## config.mk

```make
export PLATFORM = sky130hd
export DESIGN_NAME = pit_top
export DESIGN_NICKNAME = d
export VERILOG_FILES = /design/src/pit_pkg.sv /design/src/pit_sync.sv /design/src/pit_ram.sv /design/src/pit_top.sv
export SDC_FILE = /design/constraint.sdc
export NUM_CORES = 1
export LEC_CHECK = 0
export ABC_AREA = 1
export BUFFER_PORTS_ARGS = -buffer_cell sky130_fd_sc_hd__buf_4
export CAP_MARGIN = 40
export CELL_PAD_IN_SITES_DETAIL_PLACEMENT = 1
export CELL_PAD_IN_SITES_GLOBAL_PLACEMENT = 1
export CORE_ASPECT_RATIO = 0.75
export CORE_MARGIN = 2
export CORE_UTILIZATION = 29
export CTS_BUF_LIST = sky130_fd_sc_hd__clkbuf_4
export DETAILED_ROUTE_END_ITERATION = 10
export MAX_ROUTING_LAYER = met4
export PLACE_DENSITY_LB_ADDON = 0.1
export SLEW_MARGIN = 20
export SYNTH_ARGS = -nofsm -noshare
export SYNTH_HDL_FRONTEND = slang
export SYNTH_HIERARCHICAL = 1
export SYNTH_SLANG_ARGS = --single-unit
```

## constraint.sdc

```tcl
create_clock -name sys_clk -period 3.4 [get_ports sys_clk]
set_clock_uncertainty 0.1 [all_clocks]
set_input_delay 0.51 -clock sys_clk [delete_from_list [all_inputs] [get_ports sys_clk]]
set_output_delay 0.51 -clock sys_clk [all_outputs]
set_load 0.02 [all_outputs]
```

## src/pit_pkg.sv

```systemverilog
package pit_pkg;

    // address bit positions within the seven-bit register address
    localparam int ADDR_W          = 7;
    localparam int BIT_SEL_LOW     = 0;   // port register pick, prescale pick, edge polarity
    localparam int BIT_SEL_HIGH    = 1;   // port register pick, prescale pick, edge interrupt enable
    localparam int BIT_TIMER_AREA  = 2;   // high: timer, flags and edge control
    localparam int BIT_TIMER_IRQ   = 3;   // timer interrupt enable, latched on every timer access
    localparam int BIT_TIMER_WRITE = 4;   // high: timer load, low: edge control

    // port register picks on the two low address bits
    localparam logic [1:0] SEL_PORT_A_OUT = 2'h0;
    localparam logic [1:0] SEL_PORT_A_DIR = 2'h1;
    localparam logic [1:0] SEL_PORT_B_OUT = 2'h2;
    localparam logic [1:0] SEL_PORT_B_DIR = 2'h3;

    // prescale picks and the reload value of the divide-down counter
    localparam int          PRESCALE_W      = 10;
    localparam logic [1:0]  SEL_DIV_1       = 2'h0;
    localparam logic [1:0]  SEL_DIV_8       = 2'h1;
    localparam logic [1:0]  SEL_DIV_64      = 2'h2;
    localparam logic [1:0]  SEL_DIV_1024    = 2'h3;
    localparam logic [9:0]  RELOAD_DIV_1    = 10'h000;
    localparam logic [9:0]  RELOAD_DIV_8    = 10'h007;
    localparam logic [9:0]  RELOAD_DIV_64   = 10'h03f;
    localparam logic [9:0]  RELOAD_DIV_1024 = 10'h3ff;

    // flag register layout
    localparam int FLAG_TIMER_BIT = 7;
    localparam int FLAG_EDGE_BIT  = 6;

    // counter values
    localparam logic [7:0] COUNT_ZERO    = 8'h00;
    localparam logic [7:0] COUNT_TIMEOUT = 8'hff;  // minus one after timeout
    localparam logic [7:0] COUNT_LIMIT   = 8'h01;  // minus 255, elapsed count stops here
    localparam logic [7:0] COUNT_RESET   = 8'h01;  // parked at the limit, no timeout pending

    // reset values
    localparam logic [7:0] PORT_RESET  = 8'h00;
    localparam logic [7:0] BYTE_ZERO   = 8'h00;
    localparam logic       EDGE_POS_RESET = 1'b0;  // negative edge after reset

    // timer phases
    typedef enum logic [0:0] {
        TM_COUNT   = 1'b0,   // counting prescaled intervals
        TM_ELAPSED = 1'b1    // past timeout, counting single clocks
    } pit_tmode_e;

endpackage

```

## src/pit_sync.sv

```systemverilog
`timescale 1ns/1ps
// three-stage pin synchroniser; the filtered value follows only once stages two and three agree
module pit_sync #(
    parameter int W = 8
) (
    input  wire logic         sys_clk,
    input  wire logic         srst,
    input  wire logic [W-1:0] pinIn,
    output logic      [W-1:0] pinSync
);

    logic [W-1:0] st1_q;
    logic [W-1:0] st2_q;
    logic [W-1:0] st3_q;
    logic [W-1:0] filt_q;
    logic [W-1:0] filt_d;

    // per bit: accept a new level only when the two settled stages match
    always_comb begin
        filt_d = filt_q;
        for (int i = 0; i < W; i++) begin
            if (st2_q[i] == st3_q[i]) begin
                filt_d[i] = st3_q[i];
            end
        end
    end

    // stage one feeds stage two and nothing else
    always_ff @(posedge sys_clk) begin
        if (srst) begin
            st1_q  <= '0;
            st2_q  <= '0;
            st3_q  <= '0;
            filt_q <= '0;
        end else begin
            st1_q  <= pinIn;
            st2_q  <= st1_q;
            st3_q  <= st2_q;
            filt_q <= filt_d;
        end
    end

    assign pinSync = filt_q;

endmodule

```

## src/pit_ram.sv

```systemverilog
`timescale 1ns/1ps
// scratch memory; read is combinational so the caller can register it with the register reads
module pit_ram #(
    parameter int DEPTH  = 128,
    parameter int ADDR_W = 7
) (
    input  wire logic              sys_clk,
    input  wire logic              wrEn,
    input  wire logic [ADDR_W-1:0] addr,
    input  wire logic [7:0]        wrData,
    output logic      [7:0]        rdData
);

    logic [7:0] mem [DEPTH];

    // contents are not cleared by reset, as for a static memory
    always_ff @(posedge sys_clk) begin
        if (wrEn) begin
            mem[addr] <= wrData;
        end
    end

    assign rdData = mem[addr];

endmodule

```

## src/pit_top.sv

```systemverilog
`timescale 1ns/1ps
// What this block does
// - four 8-bit port registers; direction bit one drives the line out
// - output lines carry the matching output register bit
// - reading port A output register returns sampled pin levels
// - reading port B output register returns stored bits on output lines
// - timer write loads count; interval is 1, 8, 64 or 1024 clocks
// - on timer write address bits 1..0 choose the prescale
// - timer read before timeout returns intervals still remaining
// - step after zero gives all ones and sets the timer flag
// - after timeout count drops every clock, stopping at minus 255
// - timeout sets flag bit 7 even with its interrupt disabled
// - every timer access latches address bit 3 as timer interrupt enable
// - any timer read or write clears the timer flag
// - a timer read in the timeout clock leaves the flag set
// - active edge on port A top line sets flag bit 6, may interrupt
// - edge flag sets whether top line is input or output
// - flag read gives timer bit 7, edge bit 6, clears edge flag
// - write with bit 4 low, bit 2 high sets edge enable and polarity
// - reset disables edge interrupt, picks negative edge, edge may still flag
// - selected by select one high, select two low; register select splits RAM
// - bit 2 low picks port registers by address bits 1..0
// - reset clears port registers and floats the data bus
// - interrupt request is active low and open drain
// - 128-byte RAM on the seven address bits with register select low
module pit_top (
    input  wire logic       sys_clk,
    input  wire logic       srst,
    input  wire logic       busStrobe,
    input  wire logic       chipSelectOne,
    input  wire logic       chipSelectTwoN,
    input  wire logic       ramSelectN,
    input  wire logic       readNotWrite,
    input  wire logic [6:0] addr,
    input  wire logic [7:0] dataIn,
    output logic      [7:0] dataOut,
    output logic            dataOe,
    input  wire logic [7:0] portALinesIn,
    output logic      [7:0] portALinesOut,
    output logic      [7:0] portALinesOe,
    input  wire logic [7:0] portBLinesIn,
    output logic      [7:0] portBLinesOut,
    output logic      [7:0] portBLinesOe,
    output logic            irqReqNOut,
    output logic            irqReqNOe
);

    // reload value of the divide-down counter for a prescale pick
    function automatic logic [9:0] prescaleReload(input logic [1:0] sel);
        case (sel)
            pit_pkg::SEL_DIV_1:    prescaleReload = pit_pkg::RELOAD_DIV_1;
            pit_pkg::SEL_DIV_8:    prescaleReload = pit_pkg::RELOAD_DIV_8;
            pit_pkg::SEL_DIV_64:   prescaleReload = pit_pkg::RELOAD_DIV_64;
            pit_pkg::SEL_DIV_1024: prescaleReload = pit_pkg::RELOAD_DIV_1024;
            default:               prescaleReload = pit_pkg::RELOAD_DIV_1;
        endcase
    endfunction

    logic [7:0] portASync;
    logic [7:0] portBSync;
    logic [7:0] ramRdData;

    // port registers
    logic [7:0] portAOut_q;
    logic [7:0] portAOut_d;
    logic [7:0] portADir_q;
    logic [7:0] portADir_d;
    logic [7:0] portBOut_q;
    logic [7:0] portBOut_d;
    logic [7:0] portBDir_q;
    logic [7:0] portBDir_d;

    // timer state
    pit_pkg::pit_tmode_e tmode_q;
    pit_pkg::pit_tmode_e tmode_d;
    logic [7:0]          count_q;
    logic [7:0]          count_d;
    logic [9:0]          pre_q;
    logic [9:0]          pre_d;
    logic [1:0]          preSel_q;
    logic [1:0]          preSel_d;
    logic                timerIrqEn_q;
    logic                timerIrqEn_d;
    logic                timerFlag_q;
    logic                timerFlag_d;
    logic                timeout;

    // edge detector state
    logic edgeIrqEn_q;
    logic edgeIrqEn_d;
    logic edgePos_q;
    logic edgePos_d;
    logic edgeFlag_q;
    logic edgeFlag_d;
    logic topPrev_q;
    logic activeEdge;

    // bus outputs
    logic [7:0] dataOut_q;
    logic [7:0] dataOut_d;
    logic       dataOe_q;
    logic       dataOe_d;
    logic       irqOe_q;
    logic       irqOe_d;

    // pin outputs
    logic [7:0] portAPinOut_q;
    logic [7:0] portAPinOe_q;
    logic [7:0] portBPinOut_q;
    logic [7:0] portBPinOe_q;

    // access decode
    logic selected;
    logic regAccess;
    logic ramWrite;
    logic portAccess;
    logic timerArea;
    logic timerLoad;
    logic edgeCtrlWrite;
    logic timerRead;
    logic flagRead;
    logic portWrite;

    pit_sync #(
        .W(8)
    ) u_sync_a (
        .sys_clk (sys_clk),
        .srst    (srst),
        .pinIn   (portALinesIn),
        .pinSync (portASync)
    );

    pit_sync #(
        .W(8)
    ) u_sync_b (
        .sys_clk (sys_clk),
        .srst    (srst),
        .pinIn   (portBLinesIn),
        .pinSync (portBSync)
    );

    pit_ram #(
        .DEPTH (128),
        .ADDR_W(pit_pkg::ADDR_W)
    ) u_ram (
        .sys_clk (sys_clk),
        .wrEn    (ramWrite),
        .addr    (addr),
        .wrData  (dataIn),
        .rdData  (ramRdData)
    );

    // chip and area selection; one access per strobe
    assign selected      = busStrobe && chipSelectOne && !chipSelectTwoN;
    assign regAccess     = selected && ramSelectN;
    assign ramWrite      = selected && !ramSelectN && !readNotWrite;
    assign timerArea     = regAccess && addr[pit_pkg::BIT_TIMER_AREA];
    assign portAccess    = regAccess && !addr[pit_pkg::BIT_TIMER_AREA];
    assign portWrite     = portAccess && !readNotWrite;
    assign timerLoad     = timerArea && !readNotWrite && addr[pit_pkg::BIT_TIMER_WRITE];
    assign edgeCtrlWrite = timerArea && !readNotWrite && !addr[pit_pkg::BIT_TIMER_WRITE];
    assign timerRead     = timerArea && readNotWrite && !addr[pit_pkg::BIT_SEL_LOW];
    assign flagRead      = timerArea && readNotWrite && addr[pit_pkg::BIT_SEL_LOW];

    // port register writes
    always_comb begin
        portAOut_d = portAOut_q;
        portADir_d = portADir_q;
        portBOut_d = portBOut_q;
        portBDir_d = portBDir_q;
        if (portWrite) begin
            case (addr[1:0])
                pit_pkg::SEL_PORT_A_OUT: portAOut_d = dataIn;
                pit_pkg::SEL_PORT_A_DIR: portADir_d = dataIn;
                pit_pkg::SEL_PORT_B_OUT: portBOut_d = dataIn;
                pit_pkg::SEL_PORT_B_DIR: portBDir_d = dataIn;
                default:                 portAOut_d = portAOut_q;
            endcase
        end
    end

    // timer: the divide-down counter is cleared on load so the first step lands one clock later
    always_comb begin
        tmode_d      = tmode_q;
        count_d      = count_q;
        pre_d        = pre_q;
        preSel_d     = preSel_q;
        timerIrqEn_d = timerIrqEn_q;
        timerFlag_d  = timerFlag_q;
        timeout      = 1'b0;
        case (tmode_q)
            pit_pkg::TM_COUNT: begin
                if (pre_q == 10'h000) begin
                    pre_d = prescaleReload(preSel_q);
                    if (count_q == pit_pkg::COUNT_ZERO) begin
                        count_d = pit_pkg::COUNT_TIMEOUT;
                        tmode_d = pit_pkg::TM_ELAPSED;
                        timeout = 1'b1;
                    end else begin
                        count_d = count_q - 8'h01;
                    end
                end else begin
                    pre_d = pre_q - 10'h001;
                end
            end
            pit_pkg::TM_ELAPSED: begin
                if (count_q != pit_pkg::COUNT_LIMIT) begin
                    count_d = count_q - 8'h01;
                end
            end
            default: tmode_d = pit_pkg::TM_COUNT;
        endcase
        if (timerLoad || timerRead) begin
            timerIrqEn_d = addr[pit_pkg::BIT_TIMER_IRQ];
            timerFlag_d  = 1'b0;
        end
        if (timerLoad) begin
            count_d  = dataIn;
            preSel_d = addr[1:0];
            pre_d    = 10'h000;
            tmode_d  = pit_pkg::TM_COUNT;
        end
        // a timeout in the same clock as a read wins over the clear
        if (timeout && !timerLoad) begin
            timerFlag_d = 1'b1;
        end
    end

    // edge detector works on the synchronised top line whatever its direction
    assign activeEdge = edgePos_q ? (!topPrev_q && portASync[7]) : (topPrev_q && !portASync[7]);

    always_comb begin
        edgeIrqEn_d = edgeIrqEn_q;
        edgePos_d   = edgePos_q;
        edgeFlag_d  = edgeFlag_q;
        if (flagRead) begin
            edgeFlag_d = 1'b0;
        end
        if (activeEdge) begin
            edgeFlag_d = 1'b1;
        end
        if (edgeCtrlWrite) begin
            edgeIrqEn_d = addr[pit_pkg::BIT_SEL_HIGH];
            edgePos_d   = addr[pit_pkg::BIT_SEL_LOW];
        end
    end

    // read data and request line; both registered so the pins come straight from flops
    always_comb begin
        dataOut_d = pit_pkg::BYTE_ZERO;
        dataOe_d  = 1'b0;
        if (selected && readNotWrite) begin
            dataOe_d = 1'b1;
            if (!ramSelectN) begin
                dataOut_d = ramRdData;
            end else if (!addr[pit_pkg::BIT_TIMER_AREA]) begin
                case (addr[1:0])
                    pit_pkg::SEL_PORT_A_OUT: dataOut_d = portASync;
                    pit_pkg::SEL_PORT_A_DIR: dataOut_d = portADir_q;
                    pit_pkg::SEL_PORT_B_OUT: dataOut_d = (portBOut_q & portBDir_q) | (portBSync & ~portBDir_q);
                    pit_pkg::SEL_PORT_B_DIR: dataOut_d = portBDir_q;
                    default:                 dataOut_d = pit_pkg::BYTE_ZERO;
                endcase
            end else if (addr[pit_pkg::BIT_SEL_LOW]) begin
                dataOut_d[pit_pkg::FLAG_TIMER_BIT] = timerFlag_q;
                dataOut_d[pit_pkg::FLAG_EDGE_BIT]  = edgeFlag_q;
            end else begin
                dataOut_d = count_q;
            end
        end
        // pulls low only; the shared line is high when nobody pulls
        irqOe_d = (timerFlag_d && timerIrqEn_d) || (edgeFlag_d && edgeIrqEn_d);
    end

    // register stage for all control state
    always_ff @(posedge sys_clk) begin
        if (srst) begin
            portAOut_q    <= pit_pkg::PORT_RESET;
            portADir_q    <= pit_pkg::PORT_RESET;
            portBOut_q    <= pit_pkg::PORT_RESET;
            portBDir_q    <= pit_pkg::PORT_RESET;
            tmode_q       <= pit_pkg::TM_ELAPSED;
            count_q       <= pit_pkg::COUNT_RESET;
            pre_q         <= pit_pkg::RELOAD_DIV_1;
            preSel_q      <= pit_pkg::SEL_DIV_1;
            timerIrqEn_q  <= 1'b0;
            timerFlag_q   <= 1'b0;
            edgeIrqEn_q   <= 1'b0;
            edgePos_q     <= pit_pkg::EDGE_POS_RESET;
            // a falling top line during reset may still leave the edge flag set
            edgeFlag_q    <= topPrev_q && !portASync[7];
            topPrev_q     <= portASync[7];
            dataOut_q     <= pit_pkg::BYTE_ZERO;
            dataOe_q      <= 1'b0;
            irqOe_q       <= 1'b0;
            portAPinOut_q <= pit_pkg::PORT_RESET;
            portAPinOe_q  <= pit_pkg::PORT_RESET;
            portBPinOut_q <= pit_pkg::PORT_RESET;
            portBPinOe_q  <= pit_pkg::PORT_RESET;
        end else begin
            portAOut_q    <= portAOut_d;
            portADir_q    <= portADir_d;
            portBOut_q    <= portBOut_d;
            portBDir_q    <= portBDir_d;
            tmode_q       <= tmode_d;
            count_q       <= count_d;
            pre_q         <= pre_d;
            preSel_q      <= preSel_d;
            timerIrqEn_q  <= timerIrqEn_d;
            timerFlag_q   <= timerFlag_d;
            edgeIrqEn_q   <= edgeIrqEn_d;
            edgePos_q     <= edgePos_d;
            edgeFlag_q    <= edgeFlag_d;
            topPrev_q     <= portASync[7];
            dataOut_q     <= dataOut_d;
            dataOe_q      <= dataOe_d;
            irqOe_q       <= irqOe_d;
            portAPinOut_q <= portAOut_d;
            portAPinOe_q  <= portADir_d;
            portBPinOut_q <= portBOut_d;
            portBPinOe_q  <= portBDir_d;
        end
    end

    assign dataOut       = dataOut_q;
    assign dataOe        = dataOe_q;
    assign portALinesOut = portAPinOut_q;
    assign portALinesOe  = portAPinOe_q;
    assign portBLinesOut = portBPinOut_q;
    assign portBLinesOe  = portBPinOe_q;
    assign irqReqNOe     = irqOe_q;
    assign irqReqNOut    = 1'b0;   // open drain: only ever pulls low

endmodule

```

# ---- Word-level counts from Yosys, hierarchy flattened
# Memory sizes are Yosys's and may differ from the RTL's.
# Cells that the tools add are included.
dict set report totals {
  n_memories 1
  ramBits 1024
  word_cells 143
  reg_bits 133
}
# memory depth word_bits read_ports rd_ports_with_merged_regs write_ports line_no
set memory_table {}
lappend memory_table {u_ram.mem 128 8 1 0 1 pit_ram.sv:14} ;# logic [7:0] mem [DEPTH];
dict set report op_classes {
  bitwise_logic 6
  mux 28
  n_eq_ne 25
  reduce_logical 42
  addsub 2
}
# cell count
set op_table {}
lappend op_table {{$mux 8} 6}
lappend op_table {{$pmux 10 s4} 1}
lappend op_table {{$pmux 8 s4} 1}
lappend op_table {{$logic_and 1x1->1} 20}
lappend op_table {{$and 8x8->8} 2}
lappend op_table {{$eq 1x1->1} 16}
lappend op_table {{$mux 1} 16}
lappend op_table {{$pmux 8 s2} 1}
lappend op_table {{$logic_not 10->1} 1}
lappend op_table {{$mux 10} 1}
lappend op_table {{$reduce_and 2->1} 5}
lappend op_table {{$sub 10x1->10 const B} 1}
lappend op_table {{$logic_not 1->1} 9}
lappend op_table {{$eq 2x2->1 const B} 4}
lappend op_table {{$logic_not 8->1} 1}
lappend op_table {{$ne 8x1->1 const B} 1}
lappend op_table {{$not 8->8} 1}
lappend op_table {{$or 8x8->8} 1}
lappend op_table {{$sub 8x1->8 const B} 1}
lappend op_table {{$mux 6} 1}
lappend op_table {{$eq 2x1->1 const B} 2}
lappend op_table {{$logic_not 2->1} 2}
lappend op_table {{$reduce_or 2->1} 2}
lappend op_table {{$ne 3x1->1 const B} 1}
lappend op_table {{other kinds (4)} 6}

# ---- Depth between registers and ports, before layout
dict set report logic_depth {
  ltp_word 11
  depth_mapped 18
  mapped_depth_nobuf 15
}

# ---- By module
# Netlist, hierarchy kept.
# module area_per_inst_um2 instances cells_per_inst
set modules_own_cells {}
lappend modules_own_cells {pit_ram 43815.8 1 4394}
lappend modules_own_cells {pit_top 3563.4 1 511}
lappend modules_own_cells {pit_sync 970.9 2 108}

# ---- Least setup slack after synthesis
# No wires, ideal clock.
dict set report synth_timing {
  path_kind {input -> register}
  start {in addr[1]}
  end {mem u_ram.mem[17][0], enable pin}
  path_stages 8
  t_arrival_ps 1932
  required_time_ps 2930
  path_buffers 3
  setup_slack_ps 998
  path_cell_list {buf_2 -> buf_4 -> nor2_2 -> inv_1 -> nor2_1 -> nand2_1 -> buf_2 -> nor2_1}
}
# item line_no
set synth_lines {}
lappend synth_lines {{start: declaration} pit_top.sv:34} ;# input wire logic [6:0] addr,
lappend synth_lines {{end: declaration} pit_ram.sv:14}
# No word-level cell before the write port.

# ---- Final worst setup path
dict set report layout_timing {
  start {in addr[1]}
  end {reg dataOut_q[5] (netlist: dataOut[5])}
}
dict set report layout_between {
  elab_cells_between_ends 8
  cone_classes {eq/ne: 3; mux: 3; reduce/logical: 1; memory: 1}
}
# item line_no
set layout_lines {}
lappend layout_lines {{$mem_v2 128x8} -}
lappend layout_lines {{net ramRdData[5]} pit_top.sv:61} ;# logic [7:0] ramRdData;
lappend layout_lines {{$mux 8} pit_top.sv:254} ;# if (!ramSelectN) begin
lappend layout_lines {{end signal: assignment} pit_top.sv:293} ;# dataOut_q <= pit_pkg::BYTE_ZERO;
lappend layout_lines {{end signal: assignment} pit_top.sv:315} ;# dataOut_q <= dataOut_d;
lappend layout_lines {{end: declaration} pit_top.sv:99} ;# logic [7:0] dataOut_q;
# The timed path passes the listed nets, and every way through them passes these cells.
# A chain may end at the register's enable or synchronous reset.

==> flow_summary.toml <==
[critical_path]
cp-end-kind = "flip-flop"
cpPeakStageDelay_ns = 0.60
crit_path_max_fanout = 34
worstPathCellList = "dlymetal6s2s_1 > buf_12 > clkinv_8 > buf_12 > buf_16 > nand2_1 > nand2_1 > nand2_1 > nand2_1 > nand2_1 > nand2_1 > nor2_1 > nor2_1 > nor2_1 > nand2_1 > o21ai_0 > dlygate4sd3_1 > a31oi_1 > dlygate4sd3_1"
cpMostUsedCell = "nand2_1"
path_buf_inv = 7
arrival_ns = 4.47
criticalPathCategory = "in2reg"
crit_family = "buffers and inverters"
cp-start-kind = "input pin"
critical_path_required_ns = 4.51
crit_slowest_cell = "dlygate4sd3_1"

[cells_and_area]
area_delta_synth_final_pct = 21.0
fillerInstances = 19431
layout.cells.non_filler = 8191
layout-drive-gt1-share_pct = 16.2
fin_nets = 5738

[run_status]
status = "complete, no violations"

[floorplan]
fp.dieArea_um2 = 173000
ios = 81
initial_core_util_pct = 29.1
coreArea_um2 = 169000
die-height_um = 361
num_rows = 131
die_x_um = 480

[job]
cap_viol_max_count = 0

[detailed_routing]
wl_per_cell_um = 21.0
drt_iter0_drc = 2366
drc_errors = 0
via_count = 37082
totalWireLength_um = 172000
first_pass_iters = 7
route.antenna.remaining_nets = 0
via_per_inst = 4.53

[clock_network]
cts-root-buf = "clkbuf_4"
clock-sinks = 1157
clockBufferDepth = 4
cts_buffers = 330
h-tree-depth = 5
tritoncts = "built"
cts.clk_slew.worst_paths_ns = 0.06
insertion_delay_ns = 1.33

[global_routing]
grt_pass1_wl_um = 252000
grt_pass1_vias = 38089
gr-total-overflow = 0
antenna_found_initial = 5
grt_max_degree = 83
grt_usage_pct = 20.1

[timing]
tightest_slew_ns = 0.864
final-max-slew-violation-count = 0
max_freq_mhz = 297
min_period_over_period_pct = 98.9
layout_min_cycle_time_ns = 3.36
rsz0062_at_grt = "no"
setup_viol = 0
tns_ns = 0
max_slew_margin_pct = 42.4
hold_viol = 0

[synthesis]
synthTopCellsByArea = "edfxtp_1, nand2_1, dfxtp_1, nor2_1, inv_1"
avgSynthCellArea_um2 = 9.63
netlist_top_cells_count = "nand2_1, edfxtp_1, nor2_1"
synth_ff_type = "edfxtp_1"
yosys.area.top_type_share_pct = 62.3
synth-edff-count = 1024
synth_nets = 5163
ys_warn_count = 6
synth_cells = 5121
seq_area_frac_synth_pct = 67.7
syn-cell-area_um2 = 49300
synth_top_area_cell = "edfxtp_1"
synthMostInstantiatedCell = "nand2_1"
yosysUniqueCellTypes = 39
synthArstFlopShare_pct = 0
ys_ff_latch = 1157

[placed_design]
globalplace.congestion = 0.799
hpwl_um = 106000
numPortBuffers = 79
dp.cells = 7519

[hold_path]
hp-class = "in2reg"

[power_and_ir_drop]
power_leakage_nw = 25.3
irDropWorstVdd_mv = 0.352
p_per_area_nw_per_um2 = 526
-- layout make-up --
type | instances | area, µm² | area share (%)
timing repair buffer | 484 | 4640 | 7.78
clock buffer | 509 | 3820 | 6.40
antenna | 9 | 22.5 | 0.0377
sequential | 1157 | 33400 | 56.0
inverter | 199 | 793 | 1.33
timing repair inverter | 2 | 22.5 | 0.0377
tap | 2261 | 2830 | 4.74
multi-input combinational | 3522 | 13900 | 23.3
clock inverter | 48 | 241 | 0.405
-- state kept, by name, summed over array words and instances, names as in the netlist, 2 cells and up --
| register | cells |
|---|---|
| count_q | 8 |
| dataOut | 8 |
| portALinesOe | 8 |
| portALinesOut | 8 |
| portBLinesOe | 8 |
| portBLinesOut | 8 |
| preSel_q | 2 |
| pre_q | 10 |
| u_ram/mem | 1024 |
| u_sync_a/pinSync | 8 |
| u_sync_a/st1_q | 8 |
| u_sync_a/st2_q | 8 |
| u_sync_a/st3_q | 8 |
| u_sync_b/pinSync | 8 |
| u_sync_b/st1_q | 8 |
| u_sync_b/st2_q | 8 |
| u_sync_b/st3_q | 8 |
-- report_power, final --
part | internal [mW] | leakage, nW | total [mW] | switching (mW)
registers | 15.5 | 10.3 | 15.6 | 0.0876
clock network | 6.89 | 2.45 | 13.0 | 6.06
logic | 0.836 | 12.6 | 2.80 | 1.96
-- path summary, 6_finish.rpt --
| check | slack (ns) | endpoint | depth (start not counted) | startpoint |
|---|---|---|---|---|
| worst max-delay path | 0.04 | dataOut[5] | 19 | addr[1] |
| worst min-delay path | 0.15 | u_ram/mem[61][3] | 2 | dataIn[3] |
| worst max register to register | 0.26 | dataOut[0] | 17 | u_ram/mem[123][0] |
| worst min register to register | 0.30 | u_sync_b/st2_q[6] | 2 | u_sync_b/st1_q[6] |
-- worst register-to-register path, stage by stage, from the launching register on --
cell           delay, ns
edfxtp_1            0.36
nand2_1             0.07
nand2_1             0.05
nand2_1             0.06
nand2_1             0.07
nand2_1             0.06
nand2_1             0.10
nand2_1             0.15
nand2_1             0.14
buf_12              0.15
nor2_2              0.16
nor2_1              0.08
nor2_1              0.12
dlygate4sd3_1       0.59
nand2_1             0.08
dlygate4sd3_1       0.59
nand2_1             0.08
a31oi_1             0.07
-- repair_timing --
| action | in CTS | in global routing |
|---|---|---|
| setup endpoints to repair | 0 | 2 |
| hold endpoints to repair | 1369 | 0 |
| hold buffers | 93 | 0 |
| resized for setup | 0 | 19 |
| setup buffers | 0 | 3 |
-- logic make-up after synthesis --
group | count (synthesis) | synth area share (%)
simple gates | 3331 | 25.9
flops | 1157 | 67.7
buf+inv | 442 | 4.17
compound gates | 180 | 1.97
xor+xnor | 6 | 0.107
fa+ha+maj | 4 | 0.101
other cells | 1 | 0.00760
-- placed cells by master, fill, tap and decap left out, drive strengths merged, types with 4 or more instances in the layout --
| cell | n |
|---|---|
| nand3 | 85 |
| nand4 | 8 |
| a21oi | 82 |
| ha | 4 |
| xor2 | 4 |
| clkinv | 43 |
| o211ai | 8 |
| or2 | 12 |
| o21ai | 76 |
| clkbuf | 513 |
| dlygate4sd3 | 90 |
| o2111ai | 5 |
| buf | 388 |
| edfxtp | 1024 |
| nand2 | 2883 |
| a31oi | 8 |
| nor2 | 338 |
| inv | 202 |
| dfxtp | 133 |
| diode | 9 |
-- through the flow --
| stage | instance area, µm² | power (mW) | setup slack [ns] | hold slack (ns) | util [%] |
|---|---|---|---|---|---|
| detailed placement | 54400 | 18.6 | 0.00256 | 0.299 | 32.1 |
| finish | 59700 | 31.4 | 0.0378 | 0.145 | 35.2 |
| floorplan | 49300 | 17.3 | 0.998 | 0.273 | - |
| CTS | 59400 | 31.9 | 0.0111 | 0.00698 | 35.0 |
| global route | 59700 | 33.0 | 0.00641 | 0.0402 | 35.2 |
| global placement | 54300 | 18.6 | 0.00703 | 0.296 | 32.1 |
-- per-layer routing --
layer | GRT usage [%] | part of all wire, % | vias to the layer above
li1 | - | - | 17815
met1 | 29.5 | 51 | 18305
met2 | 28.2 | 42 | 721
met3 | 3.60 | 4.7 | 241
met4 | 5.54 | 1.7 | 0
met5 | - | 0 | -
Note: power is estimated with default switching activity, not from simulation.
